[src/mmpt_pkg.sv]
// Functional notes
// - pulse mode elapsed reads zero when idle
// - time values clear to zero at reset
// - delay mode counts, output on at preset
// - delay mode elapsed holds at preset value
// - delay run inactive: output off, elapsed cleared
// - short delay run pulse never asserts output
// - time values range zero to 99999.000 seconds
// - delay run polarity picks starting transition
// - delay output polarity sets asserted level
// - countdown output on while remaining nonzero
// - countdown decrements while enabled, no reload
// - countdown elapsed counts, clears at zero remaining
// - countdown load while disabled asserts, waits
// - countdown disable freezes both times, output held
// - countdown run polarity picks counting level
// - countdown remaining clears at reset
// - accumulate counts while enabled, holds otherwise
// - accumulate output latches at preset until clear
// - accumulate clear stops, deasserts, zeroes elapsed
// - accumulate keeps counting past preset
// - mode select; off holds output inactive
// - pulse mode asserts output for preset time
// - accumulate clear polarity picks clearing transition

package mmpt_pkg;

    // ************************************************************
    // time representation: whole milliseconds
    // ************************************************************
    localparam int                TIME_W    = 27;
    localparam logic [TIME_W-1:0] TIME_MAX  = 27'h5f5dd18;
    localparam logic [TIME_W-1:0] TIME_ZERO = 27'h0000000;
    localparam logic [TIME_W-1:0] TIME_ONE  = 27'h0000001;

    // ************************************************************
    // prescaler timing
    // ************************************************************
    localparam int CLK_PERIOD_NS  = 20;
    localparam int TICK_PERIOD_NS = 1000000;
    localparam int TICK_CYCLES    = TICK_PERIOD_NS / CLK_PERIOD_NS;

    // ************************************************************
    // modes and states
    // ************************************************************
    typedef enum logic [2:0] {
        MODE_OFF     = 3'h0,
        MODE_PULSE   = 3'h1,
        MODE_DELAY   = 3'h2,
        MODE_ONESHOT = 3'h3,
        MODE_RETAIN  = 3'h4
    } mmpt_mode_e;

    typedef enum logic [1:0] {
        ST_IDLE = 2'h0,
        ST_RUN  = 2'h1,
        ST_DONE = 2'h3
    } mmpt_state_e;

    typedef logic [TIME_W-1:0] mmpt_time_t;

endpackage : mmpt_pkg

[src/mmpt_tick_gen.sv]
`timescale 1ns/1ps
`default_nettype none

module mmpt_tick_gen #(
    parameter int CYCLES = 50000
) (
    // clock and reset
    input  wire logic clock,
    input  wire logic rstn,
    // tick out
    output var  logic tick
);

    localparam int CW = (CYCLES > 1) ? $clog2(CYCLES) : 1;
    localparam logic [CW-1:0] CNT_LAST = CW'(CYCLES - 1);
    localparam logic [CW-1:0] CNT_ZERO = '0;
    localparam logic [CW-1:0] CNT_ONE  = CW'(1);

    if (CYCLES < 2) begin : g_bad_cycles
        $error("mmpt_tick_gen: CYCLES must be at least 2");
    end

    logic [CW-1:0] cnt_r;
    logic          tick_r;
    wire           wrap = (cnt_r == CNT_LAST);

    // ************************************************************
    // free-running divider
    // ************************************************************
    always_ff @(posedge clock) begin
        if (!rstn) begin
            cnt_r  <= CNT_ZERO;
            tick_r <= 1'b0;
        end else begin
            cnt_r  <= wrap ? CNT_ZERO : cnt_r + CNT_ONE;
            tick_r <= wrap;
        end
    end

    assign tick = tick_r;

    property p_tick_single;
        @(posedge clock) disable iff (!rstn)
        tick |=> !tick;
    endproperty
    a_tick_single : assert property (p_tick_single) else $error("tick lasted two cycles");

endmodule : mmpt_tick_gen

`default_nettype wire

[src/mmpt_timer.sv]
`timescale 1ns/1ps
`default_nettype none

module mmpt_timer
    import mmpt_pkg::*;
#(
    parameter int TICK_CYC = TICK_CYCLES
) (
    // clock and reset
    input  wire logic              clock,
    input  wire logic              rstn,
    // configuration
    input  wire logic [2:0]        modeSel,
    input  wire logic              runActiveHigh,
    input  wire logic              clrActiveHigh,
    input  wire logic              outActiveHigh,
    input  wire logic [TIME_W-1:0] presetTime,
    input  wire logic              loadTime,
    // neighbouring logic inputs
    input  wire logic              runIn,
    input  wire logic              clearIn,
    // outputs
    output var  logic              timerOut,
    output var  logic              timerActive,
    output var  logic [TIME_W-1:0] elapsedTime,
    output var  logic [TIME_W-1:0] remainingTime
);

    if (TICK_CYC < 2) begin : g_bad_tick
        $error("mmpt_timer: TICK_CYC must be at least 2");
    end

    // ************************************************************
    // state
    // ************************************************************
    mmpt_state_e st_r;
    mmpt_state_e st_nxt;
    mmpt_mode_e  modePrev_r;
    mmpt_time_t  elapsed_r;
    mmpt_time_t  elapsed_nxt;
    mmpt_time_t  remaining_r;
    mmpt_time_t  remaining_nxt;
    logic        outAct_r;
    logic        outAct_nxt;
    logic        timerOut_r;
    logic        runPrev_r;
    logic        clrPrev_r;
    logic        tick;

    // ************************************************************
    // millisecond tick
    // ************************************************************
    mmpt_tick_gen #(
        .CYCLES (TICK_CYC)
    ) u_tick (
        .clock  (clock),
        .rstn   (rstn),
        .tick   (tick)
    );

    // ************************************************************
    // input decoding
    // ************************************************************
    wire mmpt_mode_e modeNow    = mmpt_mode_e'(modeSel);
    wire             modeChg    = (modeNow != modePrev_r);
    wire             runLvl     = (runIn == runActiveHigh);
    wire             clrLvl     = (clearIn == clrActiveHigh);
    wire             runStart   = runLvl & ~runPrev_r;
    wire             clrEdge    = clrLvl & ~clrPrev_r;

    // preset clamped to the largest representable time
    wire mmpt_time_t presetEff  = (presetTime > TIME_MAX) ? TIME_MAX : presetTime;
    wire             presetZero = (presetEff == TIME_ZERO);

    // saturating increment keeps every time value in range
    wire mmpt_time_t elapsedInc = (elapsed_r >= TIME_MAX) ? TIME_MAX
                                                          : elapsed_r + TIME_ONE;
    wire mmpt_time_t remainDec  = remaining_r - TIME_ONE;
    wire             remainNz   = (remaining_r != TIME_ZERO);

    // ************************************************************
    // next-state logic
    // ************************************************************
    always_comb begin
        st_nxt        = st_r;
        elapsed_nxt   = elapsed_r;
        remaining_nxt = remaining_r;
        outAct_nxt    = 1'b0;
        if (modeChg) begin
            // restart cleanly in the new mode
            st_nxt      = ST_IDLE;
            elapsed_nxt = TIME_ZERO;
        end else begin
            case (modeNow)
                MODE_PULSE: begin
                    case (st_r)
                        ST_IDLE: begin
                            if (runStart && !presetZero) begin
                                st_nxt      = ST_RUN;
                                elapsed_nxt = TIME_ZERO;
                            end
                        end
                        default: begin
                            if (runStart) begin
                                // retrigger stretches the pulse
                                elapsed_nxt = TIME_ZERO;
                            end else if (tick) begin
                                if (elapsedInc >= presetEff) begin
                                    st_nxt      = ST_IDLE;
                                    elapsed_nxt = TIME_ZERO;
                                end else begin
                                    elapsed_nxt = elapsedInc;
                                end
                            end
                        end
                    endcase
                    outAct_nxt = (st_nxt == ST_RUN);
                end
                MODE_DELAY: begin
                    if (!runLvl) begin
                        st_nxt      = ST_IDLE;
                        elapsed_nxt = TIME_ZERO;
                    end else begin
                        case (st_r)
                            ST_IDLE: begin
                                if (runStart) begin
                                    st_nxt = presetZero ? ST_DONE : ST_RUN;
                                end
                            end
                            ST_RUN: begin
                                if (tick) begin
                                    elapsed_nxt = elapsedInc;
                                    if (elapsedInc >= presetEff) begin
                                        st_nxt = ST_DONE;
                                    end
                                end
                            end
                            default: begin
                                // elapsed holds at the preset
                                elapsed_nxt = elapsed_r;
                            end
                        endcase
                    end
                    outAct_nxt = (st_nxt == ST_DONE);
                end
                MODE_ONESHOT: begin
                    st_nxt = ST_IDLE;
                    if (loadTime) begin
                        remaining_nxt = presetEff;
                        elapsed_nxt   = TIME_ZERO;
                    end else if (runLvl && tick && remainNz) begin
                        remaining_nxt = remainDec;
                        if (remainDec == TIME_ZERO) begin
                            elapsed_nxt = TIME_ZERO;
                        end else begin
                            elapsed_nxt = elapsedInc;
                        end
                    end
                    // no reload: remaining stays at zero once spent
                    outAct_nxt = (remaining_nxt != TIME_ZERO);
                end
                MODE_RETAIN: begin
                    if (clrEdge) begin
                        st_nxt      = ST_IDLE;
                        elapsed_nxt = TIME_ZERO;
                    end else begin
                        if (runLvl && !clrLvl && tick) begin
                            elapsed_nxt = elapsedInc;
                        end
                        if (st_r == ST_DONE) begin
                            st_nxt = ST_DONE;
                        end else if (!clrLvl && elapsed_nxt >= presetEff) begin
                            st_nxt = ST_DONE;
                        end
                    end
                    outAct_nxt = (st_nxt == ST_DONE);
                end
                default: begin
                    st_nxt      = ST_IDLE;
                    elapsed_nxt = TIME_ZERO;
                end
            endcase
        end
    end

    // ************************************************************
    // registers
    // ************************************************************
    always_ff @(posedge clock) begin
        if (!rstn) begin
            st_r        <= ST_IDLE;
            modePrev_r  <= MODE_OFF;
            elapsed_r   <= TIME_ZERO;
            remaining_r <= TIME_ZERO;
            outAct_r    <= 1'b0;
            timerOut_r  <= ~outActiveHigh;
            runPrev_r   <= 1'b0;
            clrPrev_r   <= 1'b0;
        end else begin
            st_r        <= st_nxt;
            modePrev_r  <= modeNow;
            elapsed_r   <= elapsed_nxt;
            remaining_r <= remaining_nxt;
            outAct_r    <= outAct_nxt;
            timerOut_r  <= (outAct_nxt == outActiveHigh);
            runPrev_r   <= runLvl;
            clrPrev_r   <= clrLvl;
        end
    end

    assign timerOut      = timerOut_r;
    assign timerActive   = outAct_r;
    assign elapsedTime   = elapsed_r;
    assign remainingTime = remaining_r;

    // ************************************************************
    // checks
    // ************************************************************
    wire stable1 = !modeChg && (modePrev_r == modeNow);

    property p_pulse_idle_zero;
        @(posedge clock) disable iff (!rstn)
        (modePrev_r == MODE_PULSE && st_r == ST_IDLE) |-> (elapsed_r == TIME_ZERO);
    endproperty
    a_pulse_idle_zero : assert property (p_pulse_idle_zero) else $error("pulse idle elapsed not zero");

    property p_reset_clear;
        @(posedge clock)
        !rstn |=> (elapsed_r == TIME_ZERO && remaining_r == TIME_ZERO && !outAct_r);
    endproperty
    a_reset_clear : assert property (p_reset_clear) else $error("reset left time nonzero");

    property p_range;
        @(posedge clock) disable iff (!rstn)
        (elapsed_r <= TIME_MAX) && (remaining_r <= TIME_MAX);
    endproperty
    a_range : assert property (p_range) else $error("time value over range");

    property p_delay_hold;
        @(posedge clock) disable iff (!rstn)
        (modeNow == MODE_DELAY && stable1 && st_r == ST_DONE && runLvl)
            |=> $stable(elapsed_r) && outAct_r;
    endproperty
    a_delay_hold : assert property (p_delay_hold) else $error("delay elapsed did not hold");

    property p_delay_drop;
        @(posedge clock) disable iff (!rstn)
        (modeNow == MODE_DELAY && !runLvl) |=> (elapsed_r == TIME_ZERO && !outAct_r);
    endproperty
    a_delay_drop : assert property (p_delay_drop) else $error("delay did not drop on run off");

    property p_delay_early;
        @(posedge clock) disable iff (!rstn)
        (modeNow == MODE_DELAY && stable1 && st_r == ST_RUN && !tick)
            |=> (st_r == ST_RUN || !outAct_r);
    endproperty
    a_delay_early : assert property (p_delay_early) else $error("delay output rose early");

    property p_oneshot_out;
        @(posedge clock) disable iff (!rstn)
        (modeNow == MODE_ONESHOT && stable1) |=> (outAct_r == (remaining_r != TIME_ZERO));
    endproperty
    a_oneshot_out : assert property (p_oneshot_out) else $error("countdown output mismatch");

    property p_oneshot_freeze;
        @(posedge clock) disable iff (!rstn)
        (modeNow == MODE_ONESHOT && stable1 && !runLvl && !loadTime)
            |=> $stable(remaining_r) && $stable(elapsed_r);
    endproperty
    a_oneshot_freeze : assert property (p_oneshot_freeze) else $error("countdown moved while held");

    property p_retain_hold;
        @(posedge clock) disable iff (!rstn)
        (modeNow == MODE_RETAIN && stable1 && !runLvl && !clrEdge) |=> $stable(elapsed_r);
    endproperty
    a_retain_hold : assert property (p_retain_hold) else $error("accumulate moved while held");

    property p_retain_latch;
        @(posedge clock) disable iff (!rstn)
        (modeNow == MODE_RETAIN && stable1 && outAct_r && !clrEdge) |=> outAct_r;
    endproperty
    a_retain_latch : assert property (p_retain_latch) else $error("accumulate output fell");

    property p_retain_clear;
        @(posedge clock) disable iff (!rstn)
        (modeNow == MODE_RETAIN && clrEdge) |=> (elapsed_r == TIME_ZERO && !outAct_r);
    endproperty
    a_retain_clear : assert property (p_retain_clear) else $error("clear did not zero timer");

    property p_off_inactive;
        @(posedge clock) disable iff (!rstn)
        (modeNow == MODE_OFF) |=> (!outAct_r && timerOut_r != outActiveHigh);
    endproperty
    a_off_inactive : assert property (p_off_inactive) else $error("off mode output active");

    property p_mode_change;
        @(posedge clock) disable iff (!rstn)
        modeChg |=> (elapsed_r == TIME_ZERO && !outAct_r);
    endproperty
    a_mode_change : assert property (p_mode_change) else $error("mode change did not clear");

endmodule : mmpt_timer

`default_nettype wire

[config.mk]
export PLATFORM = sky130hd
export DESIGN_NAME = mmpt_timer
export DESIGN_NICKNAME = d
export VERILOG_FILES = /design/src/mmpt_pkg.sv /design/src/mmpt_tick_gen.sv /design/src/mmpt_timer.sv
export SDC_FILE = /design/constraint.sdc
export NUM_CORES = 1
export LEC_CHECK = 0
export ABC_AREA = 0
export ABC_CLOCK_PERIOD_IN_PS = 4200
export BUFFER_PORTS_ARGS = -buffer_cell sky130_fd_sc_hd__buf_2
export CAP_MARGIN = 30
export CORE_ASPECT_RATIO = 1.25
export CORE_MARGIN = 2
export CORE_UTILIZATION = 45
export DETAILED_ROUTE_END_ITERATION = 8
export PLACE_DENSITY = 0.74
export SLEW_MARGIN = 20
export SYNTH_ARGS = -nofsm -noshare
export SYNTH_HDL_FRONTEND = slang
export SYNTH_SLANG_ARGS = --single-unit
export TNS_END_PERCENT = 1
[constraint.sdc]
create_clock -name clock -period 4.2 [get_ports clock]
set_input_delay 0.84 -clock clock [delete_from_list [all_inputs] [get_ports clock]]
set_output_delay 0.84 -clock clock [all_outputs]
set_load 0.01 [all_outputs]
Yosys cells after proc, flatten, opt, wreduce, memory -nomap -nowiden
Index checks and enable logic that the tools add are counted.
Widths: inputs -> output; s select.
Storage, ports and cells
  bits in latches: 0
  flip-flop bits (word level): 80
  bits in read-only memories: 0
  memories: 0
  word-level logic and storage cells: 107
  memory bits (writable): 0
  input port bits: 38
Cells by class
  reductions and logical operators: 17
  bitwise gates (word level): 7
  shifts and indexed selects: 0
  eq/ne operators: 19
  divide/modulo/power cells: 0
  mux-type cells: 47
  magnitude comparators: 4
  multiply operators: 0
  add/subtract/negate cells: 3
Operators with widths (number)
  $mux 27: 22
  $pmux 27 s4: 1
  $ge 27x27->1: 2
  $logic_not 27->1: 2
  $reduce_bool 27->1: 2
  $mux 2: 19
  $add 27x1->27 const B: 1
  $ge 27x27->1 const B: 1
  $gt 27x27->1 const B: 1
  $sub 27x1->27 const B: 1
  $add 16x1->16 const B: 1
  $eq 16x16->1 const B: 1
  $ne 3x3->1 const B: 3
  $eq 2x2->1 const B: 3
  $eq 3x2->1 const B: 2
  $logic_and 1x1->1: 6
  $pmux 2 s3: 1
  $not 1->1: 5
  $reduce_and 5->1: 1
  $eq 2x1->1 const B: 2
  $ne 4x3->1 const B: 1
  $pmux 1 s4: 1
  $pmux 2 s2: 1
  $reduce_or 2->1: 2
  10 further kinds: 15

Longest topological paths before layout
  depth in word-level cells: 20
  depth in mapped cells: 23

Cells and area by module
From an unflattened synthesis, not the netlist that was laid out.
Second synthesis, totals
  cell total of the unflattened synthesis: 935
  area total of the unflattened synthesis: 7380.8 µm²
Modules (own cells, without submodules)
  mmpt_timer: cells each 854, times used 1, area an instance 6567.5 µm²
  mmpt_tick_gen: cells each 81, times used 1, area an instance 813.3 µm²

Worst setup path after synthesis
No wires, ideal clock.
  path type: input -> register
  from: input port presetTime[25]
  to: register elapsed_r[3], in the netlist elapsedTime[3]
  library setup time: 0.117 ns
  required time: 4.083 ns
  path slack: -0.345 ns
  data arrival time: 4.428 ns
  stages: 18
  path buffers: 2
  cell sequence: or4_1 -> nor3_1 -> o211ai_1 -> a21oi_1 -> clkbuf_1 -> nor2_1 -> ha_1 -> nand4_1 -> nor4_1 -> o211ai_1 -> o211ai_1 -> a21oi_1 -> a21o_1 -> a21oi_1 -> nor2b_2 -> a21o_1 -> buf_4 -> a22o_1
Between the ends
  word-level cells in the longest chain between the ends: 8
  elaborated cells between the ends (all ways): 13
  classes of those cells: order compare (2); eq/ne (1); mux (6); reduce/logical (4)
Ends and longest elaborated chain
  start, declared: line mmpt_timer.sv:17  | input wire logic [TIME_W-1:0] presetTime,
  $gt 27x27->1: line mmpt_timer.sv:72  | wire mmpt_time_t presetEff = (presetTime > TIME_MAX) ? TIME_MAX : presetTime;
  $mux 27 *: line mmpt_timer.sv:72
  $ge 27x27->1: line mmpt_timer.sv:108  | if (elapsedInc >= presetEff) begin
  $mux 27: line mmpt_timer.sv:108
  $mux 27: line mmpt_timer.sv:107  | end else if (tick) begin
  $mux 27: line mmpt_timer.sv:104  | if (runStart) begin
  $mux 27: line mmpt_timer.sv:96  | case (st_r)
  $pmux 27 s4: line mmpt_timer.sv:94  | case (modeNow)
  end signal, assigned: line mmpt_timer.sv:202  | elapsed_r <= elapsed_nxt;
  end, declared: line mmpt_timer.sv:39  | mmpt_time_t elapsed_r;
Mark *: on every way between the ends. The rest lies on a longest branch, timed or not. The select of a mux whose other input is x is not followed.
A chain may end at the register's enable or synchronous reset.

Final worst setup path
  from: input port presetTime[13]
  to: register timerOut_r, in the netlist timerOut
Between the ends
  word-level cells in the longest chain between the ends: 14
  elaborated cells between the ends (all ways): 39
  classes of those cells: order compare (3); eq/ne (4); mux (27); reduce/logical (5)
Ends and longest elaborated chain
  $gt 27x27->1: line mmpt_timer.sv:72
  $mux 27 *: line mmpt_timer.sv:72
  $ge 27x27->1, or another cell as far along: line mmpt_timer.sv:108, mmpt_timer.sv:133
  $mux 2, or another cell as far along: line mmpt_timer.sv:133  | if (elapsedInc >= presetEff) begin
  $mux 2, or another cell as far along: line mmpt_timer.sv:131  | if (tick) begin
  $pmux 2 s2, or another cell as far along: line mmpt_timer.sv:124  | case (st_r)
  $mux 2 (on tied branches): line mmpt_timer.sv:120, mmpt_timer.sv:96, mmpt_timer.sv:163
  $mux 2: line mmpt_timer.sv:94
  $mux 2: line mmpt_timer.sv:89  | if (modeChg) begin
  $eq 2x2->1, or another cell as far along: line mmpt_timer.sv:144  | outAct_nxt = (st_nxt == ST_DONE);
  $pmux 1 s4 *: line mmpt_timer.sv:94
  $mux 1 *: line mmpt_timer.sv:89
  $eq 1x1->1 *: line mmpt_timer.sv:205  | timerOut_r <= (outAct_nxt == outActiveHigh);
  $mux 1 *: line mmpt_timer.sv:190  | if (!rstn) begin
  end signal, assigned: line mmpt_timer.sv:196  | timerOut_r <= ~outActiveHigh;
  end signal, assigned: line mmpt_timer.sv:205
  end, declared: line mmpt_timer.sv:45  | logic timerOut_r;
Marked as above.

==> metrics.yaml <==
route:
  wire_per_inst_um: 18.9
  wl_met2_um: 13200
  route.detailed.drc: 0
  top_layer: "met4"
  drt_iter0_drc: 993
  met3WireLength_um: 2080
  first_pass_iters: 6
  wl_met1_um: 10800
  viasPerCell: 6.05
  vias: 8828
  drtAntennaViolNets: 0
  routed_wl_um: 27600
grt:
  groute.usage.overall_pct: 31.3
  grt_pass1_wl_um: 43400
  antenna_found_initial: 0
  grt_max_degree: 43
  overflow: 0
  grt_pass1_vias: 8438
timing:
  min_period_ps: 4240
  worstMarginPinSlew_ps: 847
  maxSlewViolCount: 0
  finalClockSkew_ps: 12.3
  final-hold-violation-count: 0
  setup_violations: 21
  worst_slack_ps: -38.2
  timing.fmax_ghz: 0.236
  setup-tns-final_ps: -317
  rsz0062_at_grt: "yes"
  final.period_utilization_pct: 101
  hold-worst-slack_ps: 475
  relSlewSlack_pct: 43.5
setup_path:
  end_kind: "flip-flop"
  max_stage_delay_ps: 580
  crit_slowest_cell: "or4_4"
  worstPathMaxFanout: 5
  path_cells: "buf_2 > or4_4 > nor3_4 > buf_4 > and4_4 > buf_4 > a21oi_4 > buf_4 > nor2_2 > ha_1 > buf_4 > a2111oi_4 > buf_4 > o211ai_1 > nand2_1 > o2111ai_2 > nand3_2 > nand3_1 > o31a_1 > xnor2_2"
  path_buf_inv: 6
  cp.arrival_ps: 4500
  crit_family: "simple AND/OR/NAND/NOR gates"
  path_class: "input port to flip-flop"
  start_kind: "input port"
  critPathRequiredTime_ps: 4460
  cpMostUsedCell: "buf_4"
final_layout:
  multi_input_area_um2: 5670
  syn2layout_area_growth_pct: 33.9
  fin_nets: 1337
  seq_area_um2: 1610
  drive_gt1_share_pct: 29.3
  antenna_cells: 0
  fillCellCount: 1441
floorplanning:
  core_area_um2: 16100
  die_h_um: 147
  die_area_um2: 17300
  io_pins: 94
  rows: 52
  die_x_um: 118
  initial_core_util_pct: 45.6
yosys:
  yosys_warnings: 0
  synth_edf_count: 0
  syn_avg_cell_area_um2: 7.23
  synth.area.top_cells: "dfxtp_1 (22%), ha_1 (10%), nand2_1 (7.2%), nor2_1 (6.6%), a21oi_1 (4.8%)"
  yosys.area.top_type: "dfxtp_1"
  netlist.area_leader.share_pct: 21.9
  yosys_most_used_dff: "dfxtp_1"
  ys_ff_latch: 80
  synth_cells: 1014
  syn-num-nets: 1112
  ys_types: 78
  ys_seq_area_share_pct: 21.9
  synthArstFlopShare_pct: 0
  netlist_area_um2: 7330
power:
  power_uw: 2010
  power_leakage_uw: 0.00449
  ir_drop_mv: 0.145
  powerDensity_nw_per_um2: 204
cts:
  clk-insertion-delay-late_ps: 370
  clkTransAtPathRegs_ps: 80
  clk_path_buf_depth: 2
  htreeDepth: 3
  cts_tree: "yes"
  numCtsBuffers: 9
  holdBufCountCts: 0
  clock-sinks: 80
  root_buffer: "clkbuf_16"
placed_design:
  dpl.hpwl_um: 21300
  io_buffers: 93
  place_congestion: 1.01
status:
  outcome: "complete, but fails checks"
  violations: "negative setup slack"
min_path:
  worst_hold_path_type: "flip-flop to flip-flop"
flow_run:
  drv_cap: 0
==> worst paths after layout <==
path	endpoint	start	slack, ps	depth (start not counted)
worst min-delay path	u_tick.cnt_r[0]$_SDFF_PP0_	u_tick.cnt_r[0]$_SDFF_PP0_	480	1
worst max register to register	elapsedTime[22]$_SDFFE_PP0P_	elapsedTime[3]$_SDFFE_PP0P_	50	22
worst min register to register	u_tick.cnt_r[0]$_SDFF_PP0_	u_tick.cnt_r[0]$_SDFF_PP0_	480	1
worst max-delay path	timerOut$_DFF_P_	presetTime[13]	-40	20
==> synth_stat cells, types with 6 or more instances <==
cell / number
a211oi_1: 6
a21o_1: 7
a21oi_1: 71
a22o_1: 24
a22oi_1: 8
a31oi_1: 17
and2_1: 9
and3_1: 20
buf_2: 11
clkbuf_1: 44
dfxtp_1: 80
ha_1: 60
inv_1: 16
nand2_1: 140
nand3_1: 41
nand4_1: 21
nor2_1: 128
nor2b_1: 7
nor3_1: 28
nor4_1: 15
o211ai_1: 10
o21ai_0: 45
o31ai_1: 6
or3_1: 16
or4_1: 8
xnor2_1: 30
xor2_1: 30
==> layer usage <==
metal	global-route usage, %	vias to the layer above
met5	0	-
li1	-	4164
met4	19.0	0
met3	5.16	124
met1	37.0	4092
met2	52.7	448
==> sequential cells by signal, summed over array words and instances (netlist names) <==
| register | count |
|---|---|
| modePrev_r | 3 |
| clrPrev_r | 1 |
| timerActive | 1 |
| runPrev_r | 1 |
| u_tick.cnt_r | 16 |
| u_tick.tick | 1 |
| remainingTime | 27 |
| timerOut | 1 |
| elapsedTime | 27 |
| st_r | 2 |
==> final cells by class <==
type | instances | area share (%)
Tap cell | 216 | 2.75
Clock buffer | 9 | 2.30
Inverter | 17 | 0.650
Multi-Input combinational cell | 854 | 57.8
Timing Repair Buffer | 277 | 19.4
Clock inverter | 7 | 0.803
Sequential cell | 80 | 16.4
==> repair_timing <==
action / 4_1_cts / 5_1_grt
cloned: 1 / 1
endpoints found under the setup margin: 31 / 31
pin swaps: 11 / 21
buffers inserted: 3 / 5
gates resized for setup: 28 / 35
==> where the power goes <==
| part | internal (uW) | switching, uW |
|---|---|---|
| combinational | 159 | 222 |
| sequential | 766 | 9.97 |
| clock | 428 | 420 |
==> cell usage in the layout (no fill, tap or decap), drive strengths merged, types with 10 or more instances in the layout <==
cell    Yosys  routed
buf        20     277
nand2     141     141
nor2      128     128
dfxtp      80      80
a21oi      71      72
ha         60      60
o21ai      49      49
nand3      41      41
xnor2      31      31
xor2       30      30
nor3       28      28
a22o       24      24
inv        16      22
nand4      21      21
and3       20      20
nor4       19      19
a31oi      17      17
or3        16      16
o211ai     10      10
==> metrics by stage <==
stage | utilization [%] | std cells | instance area (um2) | worst slack, ps
global placement | 57.0 | 1434 | 9160 | -686
floorplan | - | 1014 | 7360 | 1.70
finish | 61.1 | 1460 | 9810 | -38.2
global route | 61.1 | 1460 | 9810 | -154
CTS | 59.8 | 1454 | 9610 | 0.552
detailed placement | 57.0 | 1434 | 9160 | -783
==> kinds of logic (layout without fill, tap and decap cells) <==
group / Yosys count / in the layout / synth area share (%)
and+or+nand+nor: 473 / 473 / 32.0
AOI/OAI and AO/OA: 253 / 254 / 22.9
buffers and inverters: 81 / 310 / 4.80
DFF: 80 / 80 / 21.9
xor gates and xnor gates: 61 / 61 / 7.39
adders and majority gates: 60 / 60 / 10.2
muxes: 6 / 6 / 0.854
==> worst register-to-register path, stage by stage, from the launching register on <==
cell and delay (ps):
dfxtp_1 330, a2111o_1 430, a21oi_2 160, o21bai_1 100
a211oi_2 220, buf_4 150, o31a_1 200, buf_4 190
buf_4 140, nand2_1 80, ha_1 330, buf_4 150
nand4_1 90, o21ai_1 140, o211ai_1 110, o211ai_1 170
a21oi_2 110, a21o_1 170, a21oi_2 170, nor2b_2 70
a21o_1 190, buf_12 160, a22o_1 200
Note: power is estimated with default switching activity, not from simulation.
